### src/dit_params.svh
// Register map, field positions, reset values and prescale constants of the dual timer
`ifndef DIT_PARAMS_SVH
`define DIT_PARAMS_SVH

// ----------------------------------------------------------------
// Register indices (byte address is four times the index)
// ----------------------------------------------------------------
`define DIT_ADDR_W 18
`define DIT_IDX_PORT0_FUNC 16'hfe42
`define DIT_IDX_CTRL 16'hfe78
`define DIT_IDX_A_PERIOD 16'hfe7a
`define DIT_IDX_B_PERIOD 16'hfe7b
`define DIT_IDX_PIN_CTRL 16'hfe80
`define DIT_IDX_A_COUNT 16'hfe81
`define DIT_IDX_B_COUNT 16'hfe82

// ----------------------------------------------------------------
// Field positions
// ----------------------------------------------------------------
`define DIT_CTRL_B_SEL_HI 7
`define DIT_CTRL_B_SEL_LO 6
`define DIT_CTRL_A_SEL_HI 5
`define DIT_CTRL_A_SEL_LO 4
`define DIT_CTRL_B_OVF 3
`define DIT_CTRL_B_IE 2
`define DIT_CTRL_A_OVF 1
`define DIT_CTRL_A_IE 0
`define DIT_FUNC_B_OE 7
`define DIT_FUNC_A_OE 6
`define DIT_PIN_A_LATCH 0
`define DIT_PIN_B_LATCH 1
`define DIT_PIN_A_DIR 2
`define DIT_PIN_B_DIR 3

// ----------------------------------------------------------------
// Reset values and prescale
// ----------------------------------------------------------------
`define DIT_RST_BYTE 8'h00
`define DIT_RST_PIN 4'h0
`define DIT_SEL_STOP 2'h0
`define DIT_SEL_DIV4 2'h1
`define DIT_SEL_DIV16 2'h2
`define DIT_SEL_DIV64 2'h3
`define DIT_LAST_DIV4 6'h03
`define DIT_LAST_DIV16 6'h0f
`define DIT_LAST_DIV64 6'h3f

`endif

### src/dit_pkg.sv
// Types shared by the dual timer modules
package dit_pkg;
	typedef logic [31:0] dit_word_t;
	typedef logic [7:0] dit_byte_t;
	typedef logic [1:0] dit_sel_t;
	typedef enum logic [1:0] {
		DIT_ST_STOP = 2'b01,
		DIT_ST_RUN = 2'b10
	} dit_state_t;
endpackage

### src/dit_chan_if.sv
// Link between the register block and one timer channel
`timescale 1ns/1ps
interface dit_chan_if;
	logic [1:0] clksel;
	logic [7:0] period;
	logic period_wr;
	logic ce;
	logic ovf;
	logic [7:0] count;
	logic toggle;
	modport ctrl(output clksel, output period, output period_wr, output ce,
		input ovf, input count, input toggle);
	modport chan(input clksel, input period, input period_wr, input ce,
		output ovf, output count, output toggle);
endinterface

### src/dit_chan.sv
// One interval timer channel: prescaler, period counter, toggle waveform
`timescale 1ns/1ps
`include "dit_params.svh"
module dit_chan #(
	parameter int PRE_W = 6,
	parameter int CNT_W = 8
) (
	input wire logic sys_clk,
	input wire logic rst,
	dit_chan_if.chan bus
);
	import dit_pkg::*;

	// ----------------------------------------------------------------
	// Prescale decode
	// ----------------------------------------------------------------
	function automatic logic [PRE_W-1:0] last_tick(input logic [1:0] sel);
		logic [PRE_W-1:0] r;
		r = `DIT_LAST_DIV64;
		unique case (sel)
			`DIT_SEL_DIV4: r = `DIT_LAST_DIV4;
			`DIT_SEL_DIV16: r = `DIT_LAST_DIV16;
			`DIT_SEL_DIV64: r = `DIT_LAST_DIV64;
			`DIT_SEL_STOP: r = `DIT_LAST_DIV64;
		endcase
		return r;
	endfunction

	dit_state_t state, next_state;
	logic [PRE_W-1:0] prescaler, next_prescaler;
	logic [CNT_W-1:0] counter, next_counter;
	logic toggle, next_toggle;
	logic ovf, next_ovf;
	logic tick;
	logic running;

	assign running = (bus.clksel != `DIT_SEL_STOP);
	assign tick = (prescaler >= last_tick(bus.clksel));

	// ----------------------------------------------------------------
	// Next state
	// ----------------------------------------------------------------
	always_comb begin
		next_state = state;
		next_prescaler = prescaler;
		next_counter = counter;
		next_toggle = toggle;
		// Pulse held while frozen so the flag logic sees it exactly once
		next_ovf = bus.ce ? 1'b0 : ovf;
		if (bus.ce) begin
			unique case (state)
				DIT_ST_STOP: begin
					next_prescaler = '0;
					next_counter = '0;
					next_toggle = 1'b0;
					if (running) begin
						next_state = DIT_ST_RUN;
						// Start cycle already counts as first prescale cycle
						next_prescaler = {{(PRE_W-1){1'b0}}, 1'b1};
					end
				end
				DIT_ST_RUN: begin
					if (!running) begin
						next_state = DIT_ST_STOP;
						next_prescaler = '0;
						next_counter = '0;
						next_toggle = 1'b0;
					end else if (bus.period_wr) begin
						next_prescaler = '0;
						next_counter = '0;
					end else if (tick) begin
						next_prescaler = '0;
						if (counter == bus.period) begin
							next_counter = '0;
							next_ovf = 1'b1;
							next_toggle = ~toggle;
						end else begin
							next_counter = counter + 1'b1;
						end
					end else begin
						next_prescaler = prescaler + 1'b1;
					end
				end
			endcase
		end
	end

	always_ff @(posedge sys_clk or posedge rst) begin
		if (rst) begin
			state <= DIT_ST_STOP;
			prescaler <= '0;
			counter <= '0;
			toggle <= 1'b0;
			ovf <= 1'b0;
		end else begin
			state <= next_state;
			prescaler <= next_prescaler;
			counter <= next_counter;
			toggle <= next_toggle;
			ovf <= next_ovf;
		end
	end

	assign bus.ovf = ovf;
	assign bus.count = counter;
	assign bus.toggle = toggle;

	logic [14:0] gap;
	logic clean;
	logic [1:0] sel_seen;
	always_ff @(posedge sys_clk or posedge rst) begin
		if (rst) begin
			gap <= 15'h0000;
			clean <= 1'b0;
			sel_seen <= 2'h0;
		end else if (bus.ce) begin
			sel_seen <= bus.clksel;
			gap <= ovf ? 15'h0001 : gap + 15'h0001;
			if (bus.period_wr || bus.clksel != sel_seen)
				clean <= 1'b0;
			else if (ovf)
				clean <= 1'b1;
		end
	end
endmodule

### src/dit_top.sv
// Dual interval timer with toggle pins and APB register access
//
// Decided for this implementation: the APB slave port.
`timescale 1ns/1ps
`include "dit_params.svh"
module dit_top (
	input wire logic sys_clk,
	input wire logic rst,
	input wire logic ce,
	input wire logic psel,
	input wire logic penable,
	input wire logic pwrite,
	input wire logic [`DIT_ADDR_W-1:0] paddr,
	input wire dit_pkg::dit_word_t pwdata,
	input wire logic [3:0] pstrb,
	output dit_pkg::dit_word_t prdata,
	output logic pready,
	output logic pslverr,
	output logic irq,
	input wire logic timer_a_toggle_pin_in,
	output logic timer_a_toggle_pin_out,
	output logic timer_a_toggle_pin_oe_n,
	input wire logic timer_b_toggle_pin_in,
	output logic timer_b_toggle_pin_out,
	output logic timer_b_toggle_pin_oe_n
);
	import dit_pkg::*;

	localparam int NCH = 2;

	// ----------------------------------------------------------------
	// Address decode
	// ----------------------------------------------------------------
	function automatic logic reg_hit(input logic [`DIT_ADDR_W-1:0] addr,
		input logic [15:0] idx);
		return addr == {idx, 2'b00};
	endfunction

	dit_byte_t port0_function_control, next_port0_function_control;
	dit_byte_t dual_timer_control, next_dual_timer_control;
	dit_byte_t timer_a_period, next_timer_a_period;
	dit_byte_t timer_b_period, next_timer_b_period;
	logic [3:0] port0_pin_control, next_port0_pin_control;
	logic [NCH-1:0] pin_meta, pin_sync;
	logic [NCH-1:0] pin_out, next_pin_out;
	logic [NCH-1:0] pin_oe_n, next_pin_oe_n;
	logic irq_q, next_irq;
	dit_word_t rdata, next_rdata;
	logic err, next_err;

	logic wr_en, setup;
	logic hit_func, hit_ctrl, hit_a_per, hit_b_per, hit_pin, hit_a_cnt, hit_b_cnt;
	logic wr_ctrl, wr_a_per, wr_b_per;
	logic irq_cond;
	logic [NCH-1:0] pin_val;

	dit_sel_t sel_arr [NCH];
	dit_byte_t per_arr [NCH];
	logic [NCH-1:0] wr_arr, ovf_arr, tog_arr, dir_arr, latch_arr, oe_arr;
	dit_byte_t cnt_arr [NCH];

	assign wr_en = psel & penable & pwrite & ce & pstrb[0];
	assign setup = psel & ~penable & ce;
	assign hit_func = reg_hit(paddr, `DIT_IDX_PORT0_FUNC);
	assign hit_ctrl = reg_hit(paddr, `DIT_IDX_CTRL);
	assign hit_a_per = reg_hit(paddr, `DIT_IDX_A_PERIOD);
	assign hit_b_per = reg_hit(paddr, `DIT_IDX_B_PERIOD);
	assign hit_pin = reg_hit(paddr, `DIT_IDX_PIN_CTRL);
	assign hit_a_cnt = reg_hit(paddr, `DIT_IDX_A_COUNT);
	assign hit_b_cnt = reg_hit(paddr, `DIT_IDX_B_COUNT);
	assign wr_ctrl = wr_en & hit_ctrl;
	assign wr_a_per = wr_en & hit_a_per;
	assign wr_b_per = wr_en & hit_b_per;

	// Zero wait states; a frozen block stalls the bus instead of losing a write
	assign pready = ce;
	assign prdata = rdata;
	assign pslverr = err;
	assign irq = irq_q;

	// ----------------------------------------------------------------
	// Timer channels
	// ----------------------------------------------------------------
	assign sel_arr[0] = dual_timer_control[`DIT_CTRL_A_SEL_HI:`DIT_CTRL_A_SEL_LO];
	assign sel_arr[1] = dual_timer_control[`DIT_CTRL_B_SEL_HI:`DIT_CTRL_B_SEL_LO];
	assign per_arr[0] = timer_a_period;
	assign per_arr[1] = timer_b_period;
	assign wr_arr = {wr_b_per, wr_a_per};
	assign dir_arr = {port0_pin_control[`DIT_PIN_B_DIR], port0_pin_control[`DIT_PIN_A_DIR]};
	assign latch_arr = {port0_pin_control[`DIT_PIN_B_LATCH],
		port0_pin_control[`DIT_PIN_A_LATCH]};
	assign oe_arr = {port0_function_control[`DIT_FUNC_B_OE],
		port0_function_control[`DIT_FUNC_A_OE]};

	dit_chan_if chif [NCH] ();

	generate
		for (genvar i = 0; i < NCH; i++) begin : g_chan
			assign chif[i].clksel = sel_arr[i];
			assign chif[i].period = per_arr[i];
			assign chif[i].period_wr = wr_arr[i];
			assign chif[i].ce = ce;
			assign ovf_arr[i] = chif[i].ovf;
			assign cnt_arr[i] = chif[i].count;
			assign tog_arr[i] = chif[i].toggle;
			// pin value from latch, toggle and direction
			assign pin_val[i] = dir_arr[i] & (latch_arr[i] | (oe_arr[i] & tog_arr[i]));
			dit_chan #(
				.PRE_W(6),
				.CNT_W(8)
			) dit_chan_i (
				.sys_clk(sys_clk),
				.rst(rst),
				.bus(chif[i])
			);
		end
	endgenerate

	// one request line for both timers
	assign irq_cond = (dual_timer_control[`DIT_CTRL_A_IE] & dual_timer_control[`DIT_CTRL_A_OVF])
		| (dual_timer_control[`DIT_CTRL_B_IE] & dual_timer_control[`DIT_CTRL_B_OVF]);

	// ----------------------------------------------------------------
	// Register next values
	// ----------------------------------------------------------------
	always_comb begin
		next_port0_function_control = port0_function_control;
		next_dual_timer_control = dual_timer_control;
		next_timer_a_period = timer_a_period;
		next_timer_b_period = timer_b_period;
		next_port0_pin_control = port0_pin_control;
		next_rdata = rdata;
		next_err = err;
		if (wr_en && hit_func)
			next_port0_function_control = pwdata[7:0];
		if (wr_ctrl)
			next_dual_timer_control = pwdata[7:0];
		if (wr_a_per)
			next_timer_a_period = pwdata[7:0];
		if (wr_b_per)
			next_timer_b_period = pwdata[7:0];
		if (wr_en && hit_pin)
			next_port0_pin_control = pwdata[3:0];
		// set wins over a same-cycle software clear
		if (ce && ovf_arr[0])
			next_dual_timer_control[`DIT_CTRL_A_OVF] = 1'b1;
		// set wins over a same-cycle software clear
		if (ce && ovf_arr[1])
			next_dual_timer_control[`DIT_CTRL_B_OVF] = 1'b1;
		next_irq = irq_cond;
		next_pin_out = pin_val;
		next_pin_oe_n = ~dir_arr;
		if (setup) begin
			next_err = 1'b0;
			next_rdata = 32'h0000_0000;
			if (hit_func)
				next_rdata[7:0] = port0_function_control;
			else if (hit_ctrl)
				next_rdata[7:0] = dual_timer_control;
			else if (hit_a_per)
				next_rdata[7:0] = timer_a_period;
			else if (hit_b_per)
				next_rdata[7:0] = timer_b_period;
			else if (hit_pin)
				next_rdata[7:0] = {2'b00, pin_sync, port0_pin_control};
			else if (hit_a_cnt)
				next_rdata[7:0] = cnt_arr[0];
			else if (hit_b_cnt)
				next_rdata[7:0] = cnt_arr[1];
			else
				next_err = 1'b1;
		end
	end

	always_ff @(posedge sys_clk or posedge rst) begin
		if (rst) begin
			port0_function_control <= `DIT_RST_BYTE;
			dual_timer_control <= `DIT_RST_BYTE;
			timer_a_period <= `DIT_RST_BYTE;
			timer_b_period <= `DIT_RST_BYTE;
			port0_pin_control <= `DIT_RST_PIN;
			pin_meta <= '0;
			pin_sync <= '0;
			pin_out <= '0;
			pin_oe_n <= '1;
			irq_q <= 1'b0;
			rdata <= 32'h0000_0000;
			err <= 1'b0;
		end else if (ce) begin
			port0_function_control <= next_port0_function_control;
			dual_timer_control <= next_dual_timer_control;
			timer_a_period <= next_timer_a_period;
			timer_b_period <= next_timer_b_period;
			port0_pin_control <= next_port0_pin_control;
			pin_meta <= {timer_b_toggle_pin_in, timer_a_toggle_pin_in};
			pin_sync <= pin_meta;
			pin_out <= next_pin_out;
			pin_oe_n <= next_pin_oe_n;
			irq_q <= next_irq;
			rdata <= next_rdata;
			err <= next_err;
		end
	end

	assign timer_a_toggle_pin_out = pin_out[0];
	assign timer_a_toggle_pin_oe_n = pin_oe_n[0];
	assign timer_b_toggle_pin_out = pin_out[1];
	assign timer_b_toggle_pin_oe_n = pin_oe_n[1];
endmodule

### config.mk
export PLATFORM = sky130hd
export DESIGN_NAME = dit_top
export DESIGN_NICKNAME = d
export VERILOG_FILES = /design/src/dit_pkg.sv /design/src/dit_chan_if.sv /design/src/dit_chan.sv /design/src/dit_top.sv
export VERILOG_INCLUDE_DIRS = /design/src
export SDC_FILE = /design/constraint.sdc
export NUM_CORES = 1
export LEC_CHECK = 0
export ABC_AREA = 1
export BUFFER_PORTS_ARGS = -buffer_cell sky130_fd_sc_hd__buf_2
export CAP_MARGIN = 40
export CORE_AREA = 4 4 85 146
export DETAILED_ROUTE_END_ITERATION = 6
export DIE_AREA = 0 0 89 150
export GPL_TIMING_DRIVEN = 0
export PLACE_DENSITY = 0.84
export SLEW_MARGIN = 30
export SYNTH_ARGS = -nofsm -noshare
export SYNTH_HDL_FRONTEND = slang
export SYNTH_SLANG_ARGS = --single-unit
### constraint.sdc
create_clock -name sys_clk -period 2.38 [get_ports sys_clk]
set_input_delay 0.119 -clock sys_clk [delete_from_list [all_inputs] [get_ports sys_clk]]
set_output_delay 0.119 -clock sys_clk [all_outputs]
set_load 0.01 [all_outputs]
Word-level counts from Yosys, hierarchy flattened
Index checks and enable logic that the tools add are counted.

Register bits: 90. Input bits: 62. Output and inout port bits: 39. Logic and storage cells: 178.

Add/subtract/negate cells: 4. $lt $le $gt $ge: 2. Equal/unequal tests: 31. Multiplexer cells: 69. Bitwise operators: 22. Reductions and logical operators: 26.

Operator list (count): 18-bit equality test (second input constant) (7); 8-bit two-way mux (15); 6-bit two-way mux (6); 6-bit one-hot mux with 3 select lines (2); 1-bit two-way mux (33); 8-bit one-hot mux with 2 select lines (2); 6-bit one-hot mux with 2 select lines (2); 2-bit AND reduction (10); 8-bit by 1-bit adder with 8-bit output (second input constant) (2); 8-bit equality test (2); 1-bit AND (15); 6-bit by 1-bit adder with 6-bit output (second input constant) (2); 2-bit equality test (second input constant) (6); 6-bit greater-or-equal comparator (2); 3-bit inequality test (second input constant) (4); 2-bit by 1-bit equality test with 1-bit output (second input constant) (4); 2-bit two-way mux (4); 4-bit by 3-bit inequality test with 1-bit output (second input constant) (2); 2-bit one-hot mux with 2 select lines (2); 4-bit AND reduction (2); 2-bit nonzero test (4); 3-bit by 2-bit inequality test with 1-bit output (second input constant) (2); 3-bit AND reduction (2); 1-bit logical AND (4); other kinds (9) (18).

Longest topological paths before layout
Gate-level depths: netlist of the first run.

Depth in word-level cells: 9. Gate-level depth with buffers: 13. Depth with buffers taken out: 13.

Cells and area by module
Synthesis of the first run repeated with hierarchy kept, for this count alone.

Cell total of the unflattened synthesis: 852. Area total of the unflattened synthesis: 6084.6 um2.

Modules (own cells, without submodules): dit_top (instances 1, cells an instance 448, area an instance 3314.4 um2, sequential area each 1353.8 um2); dit_chan (instances 2, cells an instance 202, area an instance 1385.1 um2, sequential area each 451.7 um2).

Worst setup path after synthesis of the first run
Ideal clock, no wire load.

Path kind: register to register. From: register dual_timer_control[6]. To: register g_chan[1].dit_chan_i.counter[2]. Setup time: 116 ps. Arrival: 1882 ps. Data required time: 2264 ps. Path slack: 382 ps. Cell stages (with the launch flop): 13. Path buffers: 1. Period minus slack after synthesis: 1998 ps. Cells stage by stage: dfrtp_1 > inv_1 > ha_1 > ha_1 > nand2_1 > inv_1 > o2111ai_1 > nand3_2 > o21ai_4 > inv_4 > buf_6 > nand2_1 > nand2_1.

Longest elaborated chain between the ends: 6. Elaborated cells between the ends (all ways): 12. Those cells by class: 1 x order compare; 4 x eq/ne; 3 x mux; 4 x reduce/logical.

Ends and longest elaborated chain: start: declaration (line dit_top.sv:40) `dit_byte_t dual_timer_control, next_dual_timer_control;`; start signal: assignment (line dit_top.sv:178) `` dual_timer_control <= `DIT_RST_BYTE; ``; start signal: assignment (line dit_top.sv:191) `dual_timer_control <= next_dual_timer_control;`; 2-bit equality test / 2-bit zero test (equally long branches) (line dit_chan.sv:20) `unique case (sel)`; 2-bit OR reduction (no line); 6-bit one-hot mux with 3 select lines (line dit_chan.sv:20); 6-bit greater-or-equal comparator (line dit_chan.sv:38) `assign tick = (prescaler >= last_tick(bus.clksel));`; 4-bit by 3-bit inequality test with 1-bit output (no line); 2-bit AND reduction (no line); end signal: assignment (line dit_chan.sv:98) `counter <= next_counter;`; end: declaration (line dit_chan.sv:31) `logic [CNT_W-1:0] counter, next_counter;`.

Several ways; a longest one is shown, not always the timed one. The select of a mux whose other input is x is not followed. A chain may end at the register's enable or synchronous reset.

Worst setup path after layout of the first run
From: register dual_timer_control[5]. To: register g_chan[0].dit_chan_i.counter[0].

Longest elaborated chain between the ends: 6. Elaborated cells between the ends (all ways): 12. Those cells by class: 1 x order compare; 4 x eq/ne; 3 x mux; 4 x reduce/logical.

Ends and longest elaborated chain (line): 2-bit equality test / 2-bit zero test (equally long branches) (dit_chan.sv:20); 2-bit OR reduction (no line); 6-bit one-hot mux with 3 select lines (dit_chan.sv:20); 6-bit greater-or-equal comparator (dit_chan.sv:38); 4-bit by 3-bit inequality test with 1-bit output (no line); 2-bit AND reduction (no line); end signal: assignment (dit_chan.sv:98); end: declaration (dit_chan.sv:31).

Several ways; a longest one is shown, not always the timed one. The select of a mux whose other input is x is not followed.

==> flow_summary.json, run 1 <==
{
  "vdd_drop_max_mv": 0.3811,
  "worst_slew_pin_slew_ns": 0.5287,
  "synth_largest_area_cell": "dfrtp_1",
  "dieHeight_um": 150,
  "coreArea_um2": 11170,
  "finalSetupViolCount": 0,
  "htreeDepth": 3,
  "die_w_um": 89,
  "crit_chain": "inv_1, ha_1, ha_1, a21oi_1, o21ai_0, nor2_1, nand2_2, nand2_2, clkinvlp_4, nand2_1, nand2_1",
  "worstPathArrival_ns": 2.47,
  "place_congestion": 0.9746,
  "drt_pre_antenna_iters": 5,
  "final_cell_mix": "171 x nand2_1, 84 x dfrtp_1, 73 x nor2_1",
  "die_area_um2": 13350,
  "final_hold_viol_count": 0,
  "ios": 101,
  "layout_commonest_cell": "nand2_1",
  "initial_utilization_pct": 50.22,
  "cts_tree": "built",
  "yosys_warnings": 0,
  "power_density_nw_per_um2": 523.2,
  "grt_pass1_vias": 5136,
  "grt-ovfl-total": 0,
  "pwr-share-comb_pct": 12.4,
  "ys_types": 48,
  "root_buffer": "clkbuf_16",
  "p_switching_mw": 0.9232,
  "layout-drive-gt1-share_pct": 19.98,
  "via_per_inst": 5.522,
  "grt_usage_pct": 23.35,
  "vias": 5235,
  "clkTransAtPathRegs_ns": 0.07,
  "nets": 887,
  "cts_buffers": 9,
  "syn_inst": 720,
  "syn_area_per_cell_um2": 7.789,
  "critPathMaxFanout": 6,
  "critPathLaunch": "dual_timer_control[5]",
  "antennaDiodeCount": 0,
  "p_leak_nw": 3.196,
  "intPower_mw": 2.482,
  "holdCritPathClass": "in -> reg",
  "antenna_found_initial": 0,
  "cp-end-kind": "flop",
  "dp_slack_ns": 0.07728,
  "syn2layout_area_growth_pct": 16.04,
  "fin_skew_ns": 0.008529,
  "slew_viol_final": 0,
  "wirelength_mm": 14.90,
  "synth-seq-area-share_pct": 40.25,
  "place.port_buffers": 49,
  "critical_path_class": "reg -> reg",
  "hold_ws_ns": 0.1090,
  "syn_area_um2": 5608,
  "clock_sinks": 90,
  "wl_per_cell_um": 15.72,
  "grt_pass1_wl_mm": 24.17,
  "setup_ws_ns": 0.1474,
  "rows": 51,
  "postRouteAntennaNets": 0,
  "crit_required_ns": 2.61,
  "fin_setup_tns_ns": 0,
  "crit_family": "adder cells",
  "cts_buffer_depth": 2,
  "crit_path_start_kind": "flop",
  "status": "finished, final reports clean",
  "period_needed_ns": 2.233,
  "dp_hpwl_mm": 11.36,
  "drc": 0,
  "maxCapViolCount": 0,
  "switching_share_pct": 27.11,
  "cpPeakStageDelay_ns": 0.40,
  "clk_latency_ns": 0.35,
  "hp-start": "penable",
  "drtIter0Drc": 559,
  "grt_max_degree": 30,
  "dpl_cell_area_um2": 6176,
  "synthTopCellsByArea": "dfrtp_1 38%, nand2_1 11%, nand4_1 5.4%",
  "cp_slowest_cell": "dfrtp_1",
  "cp.buffers_inverters": 2,
  "p_seq_share_pct": 48.0,
  "yosys.area.top_type_share_pct": 38.38,
  "timing.rr.start": "dual_timer_control[5]",
  "relSlewSlack_pct": 64.75,
  "clock_power_share_pct": 39.6,
  "max_freq_mhz": 447.9,
  "final_cell_area_um2": 6507,
  "ys_ff_latch": 90,
  "period_share_pct": 93.81
}
==> power by group through the flow <==
stage               sequential [mW]  combinational (mW)  clock, mW
floorplan                      1.66               0.281          0
global placement               1.66               0.392          0
detailed placement             1.66               0.414          0
CTS                            1.63               0.420       1.36
global route                   1.64               0.466       1.43
finish                         1.63               0.421       1.35
==> final cells by class <==
type                    instances  area (um2)
fillers                       981        4659
multi-input cells             536        2864
flip-flops and latches         90        2260
repair buffers                 57       357.8
plain buffers                  46       302.8
inverters                      71       277.8
clock buffers                  10       239.0
well taps                     132       165.2
clock inverters                 6       41.29
==> cells by family after synthesis <==
| group | synth area share [%] |
|---|---|
| other cells | 0.06687 |
| flops | 40.25 |
| xor+xnor | 4.217 |
| compound gates | 9.750 |
| buf+inv | 10.22 |
| fa+ha+maj | 3.124 |
| simple gates | 32.37 |
==> timing repair <==
action	4_1_cts	5_1_grt
hold endpoints to repair	21	0
gates resized for setup	0	3
hold buffers	3	0
setup endpoints to repair	0	16
setup buffers	0	2
==> layer usage <==
metal	global-route usage (%)	up-vias	share of wire (%)
met1	25.81	2419	37
li1	-	2509	-
met2	39.43	237	51
met4	15.57	0	5.9
met3	4.573	70	6.2
met5	0	-	0
==> cells in the mapped netlist, drive strengths merged <==
cell     instances
nand2          177
nor2            89
dfrtp           86
inv             68
o21ai           63
nand4           50
nand3           40
buf             37
xor2            21
a21oi           17
ha              14
clkbuf           9
nor3             6
or2              6
xnor2            6
o21a             5
dfstp            4
clkinv           3
nor4             3
o211ai           3
a211oi           2
a22oi            2
nor3b            2
and3             1
conb             1
nand3b           1
o2111ai          1
o21bai           1
o22ai            1
o31ai            1
==> path summary, 6_finish.rpt <==
check                           depth (start not counted)  slack, ns                           endpoint
min in group asynchronous                               3       0.34                          prdata[1]
worst max register to register                         11       0.15  g_chan[0].dit_chan_i.bus.count[0]
worst min-delay path                                    4       0.11                          prdata[3]
max in group asynchronous                               6       1.09      g_chan[1].dit_chan_i.state[0]
worst min register to register                          2       0.48                          prdata[0]
worst max-delay path                                   11       0.15  g_chan[0].dit_chan_i.bus.count[0]
==> sequential cells by signal, summed over array words and instances, names as in the netlist, named ones only <==
register and flops:
g_chan.dit_chan_i.bus.count 16, pslverr 1, g_chan.dit_chan_i.bus.toggle 2, g_chan.dit_chan_i.state 4
irq 1, pin_meta 2, chif.period 16, port0_pin_control 4
dual_timer_control 8, g_chan.dit_chan_i.prescaler 12, pin_oe_n 2, prdata 8
pin_out 2, port0_function_control 8, pin_sync 2
==> worst register-to-register path, cell delays in order, from the launching register on <==
cell	delay (ns)
dfrtp_1	0.40
inv_1	0.10
ha_1	0.30
ha_1	0.32
a21oi_1	0.12
o21ai_0	0.12
nor2_1	0.17
nand2_2	0.09
nand2_2	0.17
clkinvlp_4	0.18
nand2_1	0.09
nand2_1	0.06
==> metrics by stage <==
| step | power, mW | utilization (%) | cells |
|---|---|---|---|
| floorplan | 1.940 | - | 743 |
| global placement | 2.051 | 54.70 | 924 |
| detailed placement | 2.076 | 55.31 | 927 |
| CTS | 3.416 | 58.08 | 946 |
| global route | 3.533 | 58.27 | 948 |
| finish | 3.405 | 58.27 | 948 |
Note: power is estimated with default switching activity, not from simulation.
==> run 2, diff against run 1 <==
Settings changed: ABC_AREA 1 to unset, CAP_MARGIN 40 to unset, CORE_AREA 4 4 85 146 to 4 4 82 141, DIE_AREA 0 0 89 150 to 0 0 86 145, PLACE_DENSITY 0.84 to 0.85.
==> run 2 against run 1 <==
  * Critical path depth fell by 2
  * Clock power grew 4%
  * Flip-flop and latch count is the same
  * Non-clock buffer count fell by 5
  * Critical path type unchanged
  * Cell area shrank 4.9%
  * Die area decreased by 6.6%
  * Global-route usage grew 0.064 points
  * First-iteration DRC count down 52%
==> flow_summary.json, run 2 <==
{
  "synth-seq-area-share_pct": 43.20,
  "hold_depth": 2,
  "vdd_drop_max_mv": 0.3328,
  "dp_slack_ns": -0.06053,
  "antennaDiodeCount": 0,
  "clkTransAtPathRegs_ns": 0.07,
  "final_cell_mix": "86 x dfrtp_1, 60 x nand2_1, 52 x buf_2",
  "place_congestion": 0.9307,
  "grt_pass1_vias": 4504,
  "place.port_buffers": 49,
  "drc": 0,
  "slew_viol_final": 0,
  "met1Wirelength_mm": 5.087,
  "syn_area_um2": 5225,
  "wirelength_mm": 14.65,
  "root_buffer": "clkbuf_16",
  "vias": 4527,
  "cts_tree": "built",
  "p_leak_nw": 2.890,
  "hold_ws_ns": 0.003559,
  "synth-xor-area-share_pct": 5.364,
  "status": "finished, final reports clean",
  "fill_cells": 834,
  "die_area_um2": 12470,
  "die_w_um": 86,
  "synth_largest_area_cell": "dfrtp_1",
  "dieHeight_um": 145,
  "crit_required_ns": 2.65,
  "syn2layout_area_growth_pct": 18.39,
  "met2_wirelength_mm": 7.459,
  "worst_slew_pin_slew_ns": 0.6404,
  "synth_mux_area_share_pct": 8.884,
  "wl_met3_um": 968,
  "grt_usage_pct": 23.42,
  "maxCapViolCount": 0,
  "synth_edf_count": 0,
  "final_cell_area_um2": 6186,
  "r2r_cells": 9,
  "power_density_nw_per_um2": 612.1,
  "clock_sinks": 90,
  "finalSetupViolCount": 0,
  "synthArstFlopShare_pct": 100.0,
  "layout-drive-gt1-share_pct": 26.70,
  "critPathMaxFanout": 10,
  "ios": 101,
  "final_hold_viol_count": 0,
  "setup_ws_ns": 0.1233,
  "coreArea_um2": 10360,
  "layout_commonest_cell": "dfrtp_1",
  "rows": 49,
  "synthFlopType": "dfrtp_1",
  "synthSimpleGateAreaFrac_pct": 18.75,
  "via_per_inst": 6.077,
  "cts_buffers": 9,
  "grt-ovfl-total": 0,
  "wl_per_cell_um": 19.67,
  "grt_setup_unrepaired": "false",
  "yosys_warnings": 0,
  "synth_top_family_by_area": "simple AND/OR/NAND/NOR gates",
  "top_layer": "met4",
  "grt_max_degree": 33,
  "synthTopCellsByArea": "dfrtp_1 41%, mux2_2 5.8%, xnor2_1 4.4%",
  "relSlewSlack_pct": 57.31,
  "multiInputGateArea_um2": 2788,
  "synth.most_common_cell": "dfrtp_1",
  "syn_inst": 523,
  "grt_pass1_wl_mm": 22.85,
  "htreeDepth": 3,
  "drt_pre_antenna_iters": 5,
  "max_freq_mhz": 443.1,
  "ys_types": 74,
  "postRouteAntennaNets": 0,
  "cts_buffer_depth": 2,
  "drtIter0Drc": 268,
  "period_needed_ns": 2.257,
  "worstPathArrival_ns": 2.53,
  "synth_compound_area_share_pct": 14.10,
  "dp_hpwl_mm": 11.01,
  "fin_skew_ns": 0.008895,
  "cp-end-kind": "flop",
  "seqCellArea_um2": 2257,
  "synth_common_cells": "86 x dfrtp_1, 60 x nand2_1, 38 x nor2_1",
  "syn_area_per_cell_um2": 9.990,
  "ys_ff_latch": 90,
  "initial_utilization_pct": 50.43,
  "clk_latency_ns": 0.35,
  "holdCritPathClass": "in -> reg",
  "synth-adder-area-share_pct": 3.352,
  "dpl_cell_area_um2": 5787,
  "yosys.area.top_type_share_pct": 41.19,
  "crit_path_start_kind": "flop",
  "antenna_found_initial": 0,
  "nets": 689,
  "period_share_pct": 94.82,
  "critical_path_class": "reg -> reg"
}
-- run 2: cell types whose count changed after synthesis, moves of 10 or more --
cell,previous run,this run
nor2_1,73,38
o21ai_1,26,0
mux2_2,0,27
a21oi_1,16,28
xor2_1,21,6
nor2b_1,0,10
mux2i_1,0,16
xnor2_1,6,26
nand3_1,35,9
inv_1,64,14
o21ai_0,35,23
nand4_1,48,13
nand2_1,171,60
-- run 2: layer usage --
layer	vias to the layer above	GRT usage [%]
met5	-	0
met4	0	18.23
met1	2198	24.97
li1	2006	-
met3	69	4.084
met2	254	39.68
-- run 2: cells by family (layout without fill, tap and decap cells) --
logic type      Yosys count  count (layout)
buf+inv                  57             129
fa+ha+maj                14              14
mux                      43              43
simple gates            176             176
flops                    90              90
compound gates          110             110
xor+xnor                 32              32
other cells               1              24
-- run 2: worst max-delay path: stages (launching register included) --
cell	delay, ns
dfrtp_1	0.41
inv_1	0.08
ha_1	0.38
ha_4	0.28
a21o_1	0.21
a31oi_4	0.19
buf_6	0.18
nor3_2	0.06
o21a_2	0.25
nor2_1	0.13
-- run 2: power breakdown --
part / switching, mW / internal, mW / leakage [nW]
combinational: 0.318 / 0.266 / 1.59
sequential: 0.147 / 1.64 / 1.16
clock: 0.670 / 0.741 / 0.143
-- run 2: path summary, 6_finish.rpt --
| path | from | end | slack [ns] |
|---|---|---|---|
| max | dual_timer_control[6] | g_chan[1].dit_chan_i.bus.count[3] | 0.12 |
| min | timer_a_toggle_pin_in | pin_meta[0] | 0.004 |
| max reg2reg | dual_timer_control[6] | g_chan[1].dit_chan_i.bus.count[3] | 0.12 |
| min reg2reg | prdata[2] | prdata[2] | 0.47 |
| max in group asynchronous | rst | g_chan[0].dit_chan_i.bus.count[1] | 1.49 |
| min in group asynchronous | rst | chif[0].period[3] | 0.27 |
-- run 2: what timing repair did --
| action | 4_1_cts | 5_1_grt |
|---|---|---|
| pin swaps | 0 | 2 |
| resized for setup | 4 | 10 |
| setup buffers | 0 | 3 |
| hold buffers | 1 | 0 |
| setup endpoints to repair | 11 | 21 |
| endpoints found under the hold margin | 52 | 0 |
| cloned | 0 | 0 |
-- run 2: per-stage QoR --
stage	TNS [ns]	utilization, %	total power [mW]	cells
after floorplan	0	-	2.145	546
after global placement	0	55.20	2.293	722
after detailed placement	-0.4210	55.85	2.340	725
after CTS	0	58.99	3.755	742
after global routing	0	59.70	3.929	745
final	0	59.70	3.786	745
-- run 2: area by class of cell --
class,count,share of cell area (%)
plain buffers,42,4.511
clock buffers,9,3.641
clock inverters,7,1.173
inverters,15,0.9709
multi-input cells,399,45.06
flip-flops and latches,90,36.49
well taps,127,2.569
repair buffers,56,5.583
==> run 3, diff against run 2 <==
Settings changed: CORE_AREA 4 4 82 141 to 4 4 77 151, DIE_AREA 0 0 86 145 to 0 0 81 155.
==> run 3 against run 2 <==
  * Register-to-register slack worse by 0.05 ns
  * Routed wire length up 2.1%
  * Global-route usage grew 1.5 points
  * Clock skew up 0.0021 ns
  * Largest cell class unchanged
  * Power is 0.52% lower
  * Critical path depth did not move
  * Combinational power fell by 3%
==> flow_summary.json, run 3 (same netlist as run 2, synthesis figures left out) <==
{
  "r2r_setup_slack_ns": 0.08,
  "drt_pre_antenna_iters": 5,
  "via_per_inst": 5.918,
  "maxCapViolCount": 0,
  "dp_hpwl_mm": 11.23,
  "grt_setup_unrepaired": "false",
  "period_needed_ns": 2.302,
  "fin_skew_ns": 0.01096,
  "nets": 690,
  "worstPathArrival_ns": 2.53,
  "cp.buffers_inverters": 2,
  "clock_sinks": 90,
  "wirelength_mm": 14.97,
  "hold_depth": 2,
  "initial_utilization_pct": 49.87,
  "htreeDepth": 3,
  "cp_slowest_cell": "dfrtp_2",
  "die_w_um": 81,
  "max_freq_mhz": 434.4,
  "place_congestion": 0.9357,
  "cpPeakStageDelay_ns": 0.40,
  "crit_family": "adder cells",
  "critPathLaunch": "dual_timer_control[6]",
  "fin_setup_tns_ns": 0,
  "crit_chain": "inv_1, ha_1, ha_4, a21o_1, a31oi_4, buf_4, nor3_1, o21a_2, nor2_1",
  "clk_latency_ns": 0.35,
  "clkTransAtPathRegs_ns": 0.07,
  "status": "finished, final reports clean",
  "holdCritPathClass": "in -> reg",
  "root_buffer": "clkbuf_16",
  "relSlewSlack_pct": 60.43,
  "critPathMaxFanout": 7,
  "slew_viol_final": 0,
  "antennaDiodeCount": 0,
  "cts_tree": "built",
  "grt_usage_pct": 24.93,
  "vdd_drop_max_mv": 0.4020,
  "final_hold_viol_count": 0,
  "dpl_cell_area_um2": 5799,
  "cp-end-kind": "flop",
  "grt_max_degree": 31,
  "r2r_cells": 9,
  "layout_commonest_cell": "dfrtp_1",
  "coreArea_um2": 10480,
  "final_cell_area_um2": 6211,
  "finalSetupViolCount": 0,
  "final_cell_mix": "85 x dfrtp_1, 60 x nand2_1, 52 x buf_2",
  "crit_required_ns": 2.61,
  "drtIter0Drc": 322,
  "die_area_um2": 12560,
  "ios": 101,
  "antenna_found_initial": 0,
  "hold_ws_ns": 0.01024,
  "vias": 4474,
  "cp.depth": 9,
  "worst_slew_pin_slew_ns": 0.5918,
  "fin_total_pwr_mw": 3.767,
  "p_leak_nw": 2.893,
  "timing.rr.start": "dual_timer_control[6]",
  "drc": 0,
  "power_density_nw_per_um2": 606.5,
  "critical_path_class": "reg -> reg",
  "dieHeight_um": 155,
  "rows": 53,
  "grt_pass1_vias": 4527,
  "wl_per_cell_um": 19.80,
  "endpoint": "g_chan[1].dit_chan_i.bus.count[3]",
  "grt_pass1_wl_mm": 23.34,
  "place.port_buffers": 49,
  "layout-drive-gt1-share_pct": 26.82,
  "grt-ovfl-total": 0,
  "cts_buffers": 9,
  "postRouteAntennaNets": 0,
  "period_share_pct": 96.73,
  "syn2layout_area_growth_pct": 18.87,
  "dp_slack_ns": -0.06270,
  "reg2reg_to": "g_chan[1].dit_chan_i.bus.count[3]",
  "cts_buffer_depth": 2,
  "crit_path_start_kind": "flop",
  "setup_ws_ns": 0.07778
}
## run 3: layer usage
metal	vias up	track usage, %	wire length [um]
li1	2007	-	-
met1	2146	24.97	4908
met2	233	42.57	7718
met3	88	4.925	1008
met4	0	21.03	1331
met5	-	0	0
## run 3: area by class of cell
cell class | instances | area [um2]
fill | 892 | 4267
multi-input combinational | 399 | 2783
sequential | 90 | 2258
timing repair buffer | 57 | 367.9
buffer | 42 | 275.3
inverter | 15 | 60.06
tap | 137 | 171.4
clock buffer | 9 | 225.2
clock inverter | 7 | 70.07
## run 3: how the worst min path moves through the flow
stage                                from                 to  slack, ns
floorplan                       pwdata[0]  chif[1].period[0]       0.23
CTS                 timer_b_toggle_pin_in        pin_meta[1]      0.005
finish              timer_b_toggle_pin_in        pin_meta[1]       0.01
global route        timer_b_toggle_pin_in        pin_meta[1]       0.01
detailed placement                    rst  chif[0].period[6]       0.15
global placement    timer_b_toggle_pin_in        pin_meta[1]       0.35
## run 3: report_power, final
part | leakage (nW) | switching [mW] | internal, mW | total, mW
clock network | 0.142 | 0.675 | 0.738 | 1.41
registers | 1.15 | 0.142 | 1.64 | 1.79
logic | 1.60 | 0.306 | 0.261 | 0.567
total | 2.89 | 1.12 | 2.64 | 3.77
## run 3: per-stage QoR
stage / util [%] / cells
floorplan: - / 546
detailed placement: 55.35 / 735
CTS: 58.68 / 754
global placement: 54.71 / 732
global route: 59.28 / 756
finish: 59.28 / 756
## run 3: worst reg2reg max path, cell delays in order (launching register included)
cell and delay [ns]:
dfrtp_2 0.40, inv_1 0.08, ha_1 0.39, ha_4 0.32, a21o_1 0.16, a31oi_4 0.05, buf_4 0.17, nor3_1 0.27
o21a_2 0.28, nor2_1 0.08
## run 3: what timing repair did
item / CTS / global route
hold buffers: 2 / 0
setup buffers: 1 / 2
pin swaps: 0 / 4
setup endpoints to repair: 15 / 25
resized for setup: 3 / 11
hold endpoints to repair: 19 / 0
